===== src/hw/odt_map.vh =====
`ifndef ODT_MAP_VH
`define ODT_MAP_VH

// Ratio selection codes
`define ODT_SEL_W 2
`define ODT_SEL_128 2'h0
`define ODT_SEL_1024 2'h1
`define ODT_SEL_1M 2'h2
`define ODT_SEL_DEFAULT 2'h0

// Divider chain lengths for each ratio
`define ODT_BITS_128 7
`define ODT_BITS_1024 10
`define ODT_BITS_1M 20
`define ODT_CNT_W 20

// Half ratios, the terminal counts of the chain
`define ODT_HALF_128 20'h00040
`define ODT_HALF_1024 20'h00200
`define ODT_HALF_1M 20'h80000
`define ODT_CNT_ONE 20'h00001
`define ODT_CNT_ZERO 20'h00000

// Nominal oscillator frequency in kHz
`define ODT_OSC_KHZ 5000

`endif


===== src/hw/odt_timer.v =====
`include "odt_map.vh"

module odt_timer #(
  parameter [7:0] OSC_HALF = 8'h01
) (
  input wire CORE_CLK,
  input wire RST,
  input wire OSC_ENABLE_CFG,
  input wire RATIO_VALID_CFG,
  input wire [1:0] RATIO_SEL_CFG,
  input wire OSC_FEEDBACK_SEL_CFG,
  input wire DIVIDER_FEEDBACK_SEL_CFG,
  input wire OSC_CELL_FEEDBACK,
  input wire DIVIDER_CELL_FEEDBACK,
  input wire DIVIDER_RESET_IN,
  input wire OSC_DYNAMIC_DISABLE,
  output wire OSC_CLOCK_OUT,
  output reg DIVIDED_CLOCK_OUT,
  output reg OSC_FEEDBACK_CELL,
  output reg DIVIDER_FEEDBACK_CELL
);
  // Half of the ratio, as the terminal count of the chain
  function [19:0] half_count;
    input [1:0] sel;
    begin
      case (sel)
        `ODT_SEL_1024: half_count = `ODT_HALF_1024;
        `ODT_SEL_1M: half_count = `ODT_HALF_1M;
        default: half_count = `ODT_HALF_128;
      endcase
    end
  endfunction

  // Terminal test for the chain at the selected ratio
  function at_terminal;
    input [19:0] count;
    input [1:0] code;
    begin
      at_terminal = (count >= half_count(code) - `ODT_CNT_ONE);
    end
  endfunction

  // Feedback select: block output or the cell's own feedback
  function fb_pick;
    input use_block;
    input block_val;
    input cell_val;
    begin
      if (use_block) begin
        fb_pick = block_val;
      end else begin
        fb_pick = cell_val;
      end
    end
  endfunction

  // Divider control: off while the oscillator is stopped, held while
  // the reset input was high at the last oscillator rise, else running
  localparam [2:0] ST_OFF = 3'b001;
  localparam [2:0] ST_HOLD = 3'b010;
  localparam [2:0] ST_RUN = 3'b100;

  wire [1:0] sel;
  wire osc_run;
  wire osc_rise;
  reg [2:0] state_reg;
  reg [2:0] state_next;
  wire div_hold;
  reg [19:0] cnt_reg;
  reg [19:0] cnt_next;
  reg div_next;

  assign sel = RATIO_VALID_CFG ? RATIO_SEL_CFG : `ODT_SEL_DEFAULT;
  assign osc_run = OSC_ENABLE_CFG & ~OSC_DYNAMIC_DISABLE;

  odt_osc #(.OSC_HALF(OSC_HALF)) odt_osc_i (
    .clk(CORE_CLK),
    .rst(RST),
    .run(osc_run),
    .osc(OSC_CLOCK_OUT),
    .osc_rise(osc_rise)
  );

  // Reset stage advances only on oscillator rises, apart from the drop to ST_OFF when the oscillator stops; a reset input that
  // moves between rises is seen late, so fabric should drive it in
  // step with the oscillator
  always @* begin
    state_next = state_reg;
    if (!osc_run) begin
      state_next = ST_OFF;
    end else begin
      case (state_reg)
        ST_OFF, ST_HOLD: begin
          if (osc_rise && !DIVIDER_RESET_IN) begin
            state_next = ST_RUN;
          end else if (osc_rise) begin
            state_next = ST_HOLD;
          end
        end
        ST_RUN: begin
          if (osc_rise && DIVIDER_RESET_IN) begin
            state_next = ST_HOLD;
          end
        end
        default: begin
          state_next = ST_OFF;
        end
      endcase
    end
  end

  always @(posedge CORE_CLK or posedge RST) begin
    if (RST) begin
      state_reg <= ST_OFF;
    end else begin
      state_reg <= state_next;
    end
  end

  assign div_hold = (state_reg != ST_RUN);

  always @* begin
    cnt_next = cnt_reg;
    div_next = DIVIDED_CLOCK_OUT;
    if (div_hold) begin
      cnt_next = `ODT_CNT_ZERO;
      div_next = 1'b0;
    end else if (osc_rise) begin
      if (at_terminal(cnt_reg, sel)) begin
        cnt_next = `ODT_CNT_ZERO;
        div_next = ~DIVIDED_CLOCK_OUT;
      end else begin
        cnt_next = cnt_reg + `ODT_CNT_ONE;
      end
    end
  end

  always @(posedge CORE_CLK or posedge RST) begin
    if (RST) begin
      cnt_reg <= `ODT_CNT_ZERO;
      DIVIDED_CLOCK_OUT <= 1'b0;
    end else begin
      cnt_reg <= cnt_next;
      DIVIDED_CLOCK_OUT <= div_next;
    end
  end

  // Global routing: block outputs may replace the cell feedback
  always @(posedge CORE_CLK or posedge RST) begin
    if (RST) begin
      OSC_FEEDBACK_CELL <= 1'b0;
      DIVIDER_FEEDBACK_CELL <= 1'b0;
    end else begin
      OSC_FEEDBACK_CELL <= fb_pick(OSC_FEEDBACK_SEL_CFG, OSC_CLOCK_OUT,
        OSC_CELL_FEEDBACK);
      DIVIDER_FEEDBACK_CELL <= fb_pick(DIVIDER_FEEDBACK_SEL_CFG,
        DIVIDED_CLOCK_OUT, DIVIDER_CELL_FEEDBACK);
    end
  end
endmodule


===== src/hw/odt_osc.v =====
// Oscillator model: toggles every OSC_HALF core cycles while running.
// Stops at low when disabled so no edges reach the divider.
module odt_osc #(
  parameter [7:0] OSC_HALF = 8'h01
) (
  input wire clk,
  input wire rst,
  input wire run,
  output reg osc,
  output reg osc_rise
);
  reg [7:0] cnt_reg;

  always @(posedge clk or posedge rst) begin
    if (rst) begin
      cnt_reg <= 8'h00;
      osc <= 1'b0;
      osc_rise <= 1'b0;
    end else if (!run) begin
      cnt_reg <= 8'h00;
      osc <= 1'b0;
      osc_rise <= 1'b0;
    end else if (cnt_reg == OSC_HALF - 8'h01) begin
      cnt_reg <= 8'h00;
      osc <= ~osc;
      osc_rise <= ~osc;
    end else begin
      cnt_reg <= cnt_reg + 8'h01;
      osc_rise <= 1'b0;
    end
  end
endmodule


===== config.mk =====
export PLATFORM = sky130hd
export DESIGN_NAME = odt_timer
export DESIGN_NICKNAME = d
export VERILOG_FILES = /design/src/hw/odt_timer.v /design/src/hw/odt_osc.v
export VERILOG_INCLUDE_DIRS = /design/src /design/src/hw
export SDC_FILE = /design/constraint.sdc
export NUM_CORES = 1
export LEC_CHECK = 0
export ABC_AREA = 1
export BUFFER_PORTS_ARGS = -buffer_cell sky130_fd_sc_hd__clkbuf_2
export CELL_PAD_IN_SITES_DETAIL_PLACEMENT = 2
export CELL_PAD_IN_SITES_GLOBAL_PLACEMENT = 2
export CORE_UTILIZATION = 35
export DETAILED_ROUTE_END_ITERATION = 10
export PLACE_DENSITY = 0.74
export SYNTH_ARGS = -nofsm -noshare
export SYNTH_HDL_FRONTEND = slang
export SYNTH_SLANG_ARGS = --single-unit

===== constraint.sdc =====
create_clock -name CORE_CLK -period 2.3 [get_ports CORE_CLK]
set_input_delay 0.46 -clock CORE_CLK [delete_from_list [all_inputs] [get_ports CORE_CLK]]
set_output_delay 0.46 -clock CORE_CLK [all_outputs]
set_load 0.005 [all_outputs]

== Word-level counts from Yosys, hierarchy flattened ==
Index checks and enable logic that the tools add are counted.

* Flip-flop bits (word level): 36
* Bits of input ports: 12

* Add/sub/neg operators: 3
* Magnitude comparators: 1
* Eq/ne operators: 9
* Multiplexer cells: 23
* Bitwise operators: 4
* Reduce and logical (&&, ||, !) cells: 9

{| class="wikitable"
|+ Operators with widths
! kind !! number
|-
| $mux 20 || 5
|-
| $pmux 20 s2 || 1
|-
| $add 20x1->20 const B || 1
|-
| $ge 20x20->1 || 1
|-
| $sub 20x1->20 const B || 1
|-
| $mux 8 || 2
|-
| $mux 3 || 4
|-
| $mux 1 || 9
|-
| $add 8x1->8 const B || 1
|-
| $logic_not 8->1 || 1
|-
| $ne 3x3->1 const B || 2
|-
| $pmux 3 s2 || 1
|-
| $ne 4x4->1 const B || 1
|-
| $reduce_and 2->1 || 2
|-
| $reduce_bool 2->1 || 2
|-
| $eq 3x1->1 const B || 1
|-
| $eq 3x2->1 const B || 1
|-
| $eq 3x3->1 const B || 1
|-
| $not 1->1 || 3
|-
| $eq 2x1->1 const B || 1
|-
| $eq 2x2->1 const B || 1
|-
| $logic_and 1x1->1 || 2
|-
| $mux 2 || 1
|-
| $ne 2x2->1 const B || 1
|-
| other kinds (3) || 3
|}

== Longest topological paths before layout ==
* Depth in word-level cells: 10
* Depth in mapped cells: 16

== Cells and area by module ==
Synthesis repeated with hierarchy kept, for this count alone.

* Cells, all modules: 301
* Area, all modules: 2321.0 um2

{| class="wikitable"
|+ By module, submodules not included
! module !! instances !! cells an instance !! area each (um2) !! seq. area each (um2)
|-
| odt_timer || 1 || 233 || 1810.5 || 651.9
|-
| odt_osc || 1 || 68 || 510.5 || 250.2
|}

== Least setup slack after synthesis ==
OpenSTA, ideal clock, no wires.

* Path kind: input to register
* Start: input RATIO_SEL_CFG[1]
* End: register DIVIDED_CLOCK_OUT
* Library setup time: 0.117 ns
* Data arrival time: 1.936 ns
* Data required time: 2.183 ns
* Slack: 0.248 ns
* Cell stages on the path: 16
* Path buffers: 1
* Cells stage by stage: nand2_1 -> inv_1 -> ha_1 -> inv_1 -> ha_1 -> nand2_1 -> inv_1 -> nand2_1 -> inv_1 -> nand2_1 -> nand2_1 -> nor2_1 -> nand2_2 -> buf_6 -> nand3_1 -> nand2_1

* Longest elaborated chain between the ends: 9

{| class="wikitable"
|+ Ends and longest elaborated chain
! item !! line !! text
|-
| start: declaration || odt_timer.v:10 || <nowiki>input wire [1:0] RATIO_SEL_CFG,</nowiki>
|-
| $mux 2 (no line) (*) || -- ||
|-
| $eq 2x2->1 / $eq 2x1->1 (equally long branches) || odt_timer.v:26 || <nowiki>case (sel)</nowiki>
|-
| $pmux 20 s2 (*) || odt_timer.v:26 ||
|-
| $mux 20 (*) || odt_timer.v:128 || <nowiki>end else if (osc_rise) begin</nowiki>
|-
| $mux 20 (*) || odt_timer.v:125 || <nowiki>if (div_hold) begin</nowiki>
|-
| $sub 20x1->20 (no line) (*) || -- ||
|-
| $ge 20x20->1 (no line) (*) || -- ||
|-
| $reduce_bool 2->1 (no line) (*) || -- ||
|-
| $reduce_and 2->1 (no line) (*) || -- ||
|-
| end signal: assignment || odt_timer.v:144 || <nowiki>DIVIDED_CLOCK_OUT <= div_next;</nowiki>
|-
| end: declaration || odt_timer.v:18 || <nowiki>output reg DIVIDED_CLOCK_OUT,</nowiki>
|}

Every way passes the cells marked *; elsewhere a longest branch is shown, timed or not. The select of a mux whose other input is x is not followed.
A chain may end at the register's enable or synchronous reset.

== Worst setup path after layout ==
* Start: input RATIO_VALID_CFG
* End: register cnt_reg[5]

* Longest elaborated chain between the ends: 10

{| class="wikitable"
|+ Ends and longest elaborated chain
! item !! line !! text
|-
| start: declaration || odt_timer.v:9 || <nowiki>input wire RATIO_VALID_CFG,</nowiki>
|-
| $mux 2 (no line) (*) || -- ||
|-
| $eq 2x2->1 / $eq 2x1->1 (equally long branches) || odt_timer.v:26 ||
|-
| $pmux 20 s2 (*) || odt_timer.v:26 ||
|-
| $mux 20 (*) || odt_timer.v:128 ||
|-
| $mux 20 (*) || odt_timer.v:125 ||
|-
| $sub 20x1->20 (no line) (*) || -- ||
|-
| $ge 20x20->1 (no line) (*) || -- ||
|-
| $mux 20 (*) || odt_timer.v:129 || <nowiki>if (at_terminal(cnt_reg, sel)) begin</nowiki>
|-
| $mux 20 (*) || odt_timer.v:128 ||
|-
| $mux 20 (*) || odt_timer.v:125 ||
|-
| end signal: assignment || odt_timer.v:140 || <nowiki>cnt_reg <= `ODT_CNT_ZERO;</nowiki>
|-
| end signal: assignment || odt_timer.v:143 || <nowiki>cnt_reg <= cnt_next;</nowiki>
|-
| end: declaration || odt_timer.v:69 || <nowiki>reg [19:0] cnt_reg;</nowiki>
|}

Marks and branches as above.

==> impl_metrics.tcl <==
set metrics [dict create \
    grt_use_total_pct 19.7 \
    die-area_um2 6860 \
    syn_inst 299 \
    first_pass_iters 4 \
    fin_ws_ps 255 \
    crit_start "RATIO_VALID_CFG" \
    syn-num-nets 327 \
    vias_per_cell 5.03 \
    dp.cells 395 \
    layoutNonFillerInstCount 403 \
    synthTopCellsByCount "76 x nand2_1, 38 x inv_1, 35 x dfrtp_1" \
    clock_skew_ps 6.01 \
    coreArea_um2 6310 \
    gp_congestion 0.709 \
    finalCritPeriodShare_pct 88.9 \
    syn_area_um2 2280 \
    htreeDepth 2 \
    yosys-top-cells-area "dfrtp_1 38%, nand2_1 12%, ha_1 8.8%" \
    cts_buffer_depth 2 \
    final_nets 353 \
    drt_iter0_drc 52 \
    fp.dieW_um 82.8 \
    top_usage_layer "met2" \
    numClockSinks 36 \
    hp-class "input port to asynchronous set/reset pin" \
    yosysTopAreaCellShare_pct 38.3 \
    antenna_cells 0 \
    synth-main-ff-cell "dfrtp_1" \
    routed_wl_um 5910 \
    ys_ff_latch 36 \
    drc 0 \
    path_max_fanout 8 \
    crit_type "input port to register" \
    gr-usage-met2_pct 37.1 \
    area_growth_pct 12.9 \
    io_pins 16 \
    ys_async_sr_fraction_pct 100 \
    met3_usage_pct 2.95 \
    grt_overflow 0 \
    grt_max_degree 37 \
    io_buffers 15 \
    irDropWorstVdd_mv 0.225 \
    r2r-start "cnt_reg[19]$_DFFE_PP0P_" \
    tns_ps 0 \
    grt_pass1_wl_um 9960 \
    clk_pin_slew_ps 80 \
    met1_usage_pct 22.8 \
    ys_seq_area_share_pct 39.5 \
    cp.required_ps 2480 \
    start_util_pct 36.2 \
    arrival_ps 2220 \
    largest_reg_flops 20 \
    avgRoutedWirePerCell_um 14.7 \
    start_kind "input port" \
    finalHoldViolCount 0 \
    yosysWarnings 0 \
    drv_cap 0 \
    setup_viol 0 \
    ant_nets 0 \
    rsz0062_at_grt "false" \
    synth_edf_count 0 \
    status "finished, final reports clean" \
    synth_top_area_cell "dfrtp_1" \
    max_clock_freq_mhz 489 \
    worstSetupEndpointType "register" \
    root_buffer "clkbuf_8" \
    place_hpwl_um 4850 \
    worst_pin_slew_ps 484 \
    cts_tree "yes" \
    worst_hold_slack_ps 252 \
    drv_slew 0 \
    layout-drive-gt1-share_pct 15.3 \
    fin_crit_ps 2040 \
    cts_buffers 5 \
    clk-insertion-delay-late_ps 300 \
    max-slew-margin-rel_pct 67.8 \
    netlist-cell-type-count 26 \
    row_count 29 \
    antenna_found_initial 0 \
    yosysMostFrequentCell "nand2_1" \
    grt_pass1_vias 2162 \
    utilization_pct 40.8 \
    leakagePower_uw 0.00122 \
    avgSynthCellArea_um2 7.64 \
    pwr_density_cell_nw_per_um2 461 \
    die_h_um 82.8 \
    vias 2029 \
    place_ws_ps -155 \
]
-- power by group --
part	internal (uW)	switching, uW	total, uW
Clock	214	249	463
Sequential	638	3.55	642
Combinational	31.0	52.8	83.8
Total	884	305	1190
-- cells by family (layout without fill, tap and decap cells) --
family	Yosys count	in the layout	share of synthesized area [%]
AND/OR/NAND/NOR	147	147	27.3
buffers and inverters	44	71	8.05
AO/OA/AOI/OAI	39	39	9.69
flip-flops	36	36	39.5
adder cells (fa/ha/maj)	16	16	8.76
XOR/XNOR	15	15	5.75
multiplexers	2	2	0.986
-- worst paths after layout --
check | end | slack [ps] | cells past startpoint
max in group asynchronous | state_reg[0]$_DFFE_PP1P_ | 1700 | 3
setup / recovery | cnt_reg[5]$_DFFE_PP0P_ | 260 | 16
setup reg to reg | cnt_reg[5]$_DFFE_PP0P_ | 500 | 11
min in group CORE_CLK | DIVIDER_FEEDBACK_CELL$_DFF_PP0_ | 390 | 2
hold reg to reg | odt_osc_i.cnt_reg[0]$_DFF_PP0_ | 510 | 1
hold / removal | odt_osc_i.cnt_reg[7]$_DFF_PP0_ | 250 | 3
-- repair_timing --
action / CTS / global route
setup endpoints to repair: 0 / 16
resized for setup: 0 / 1
hold buffers: 0 / 0
setup buffers: 0 / 0
-- placed cells by master (no fill, tap or decap), drive strengths merged --
cell type  Yosys  layout
inv           39      39
o21ai          9       9
buf            5       9
nand4          7       7
nand2         78      78
a21oi         27      27
o41ai          1       1
a21boi         1       1
ha            16      16
clkinvlp       0       2
mux2           2       2
or2            1       1
dfrtp         35      35
xnor2          5       5
xor2          10      10
clkbuf         0      20
nor2          38      38
o22ai          1       1
clkinv         0       1
dfstp          1       1
nand3         16      16
nand3b         2       2
nor3           5       5
-- routing by layer --
layer	vias up	wire (um)
met2	10	3150
met5	-	0
li1	1008	-
met4	0	68
met1	1006	2600
met3	5	88
-- through the flow --
stage          instance area, um^2  power (uW)
6_report                      2580        1190
3_3_place_gp                  2490         737
2_1_floorplan                 2280         708
5_1_grt                       2580        1260
3_5_place_dp                  2490         741
4_1_cts                       2580        1210
-- worst max-delay path, stage by stage --
cell and delay [ps]:
clkbuf_2 90, nand2_1 50, inv_1 50, ha_1 200
xnor2_1 130, ha_1 290, nand2_1 70, inv_1 50
nand2_1 70, nor2_1 150, nand2_1 70, nor2_1 100
nor2_1 60, nand2_2 110, buf_4 180, a21oi_1 80
-- layout make-up --
class	count	area (um^2)
Timing Repair Buffer	24	143
Clock inverter	3	23.8
Fill cell	782	3730
Inverter	39	146
Tap cell	77	96.3
Sequential cell	36	902
Clock buffer	5	68.8
Multi-Input combinational cell	219	1200
No activity file was read; power rests on OpenSTA's default activity.
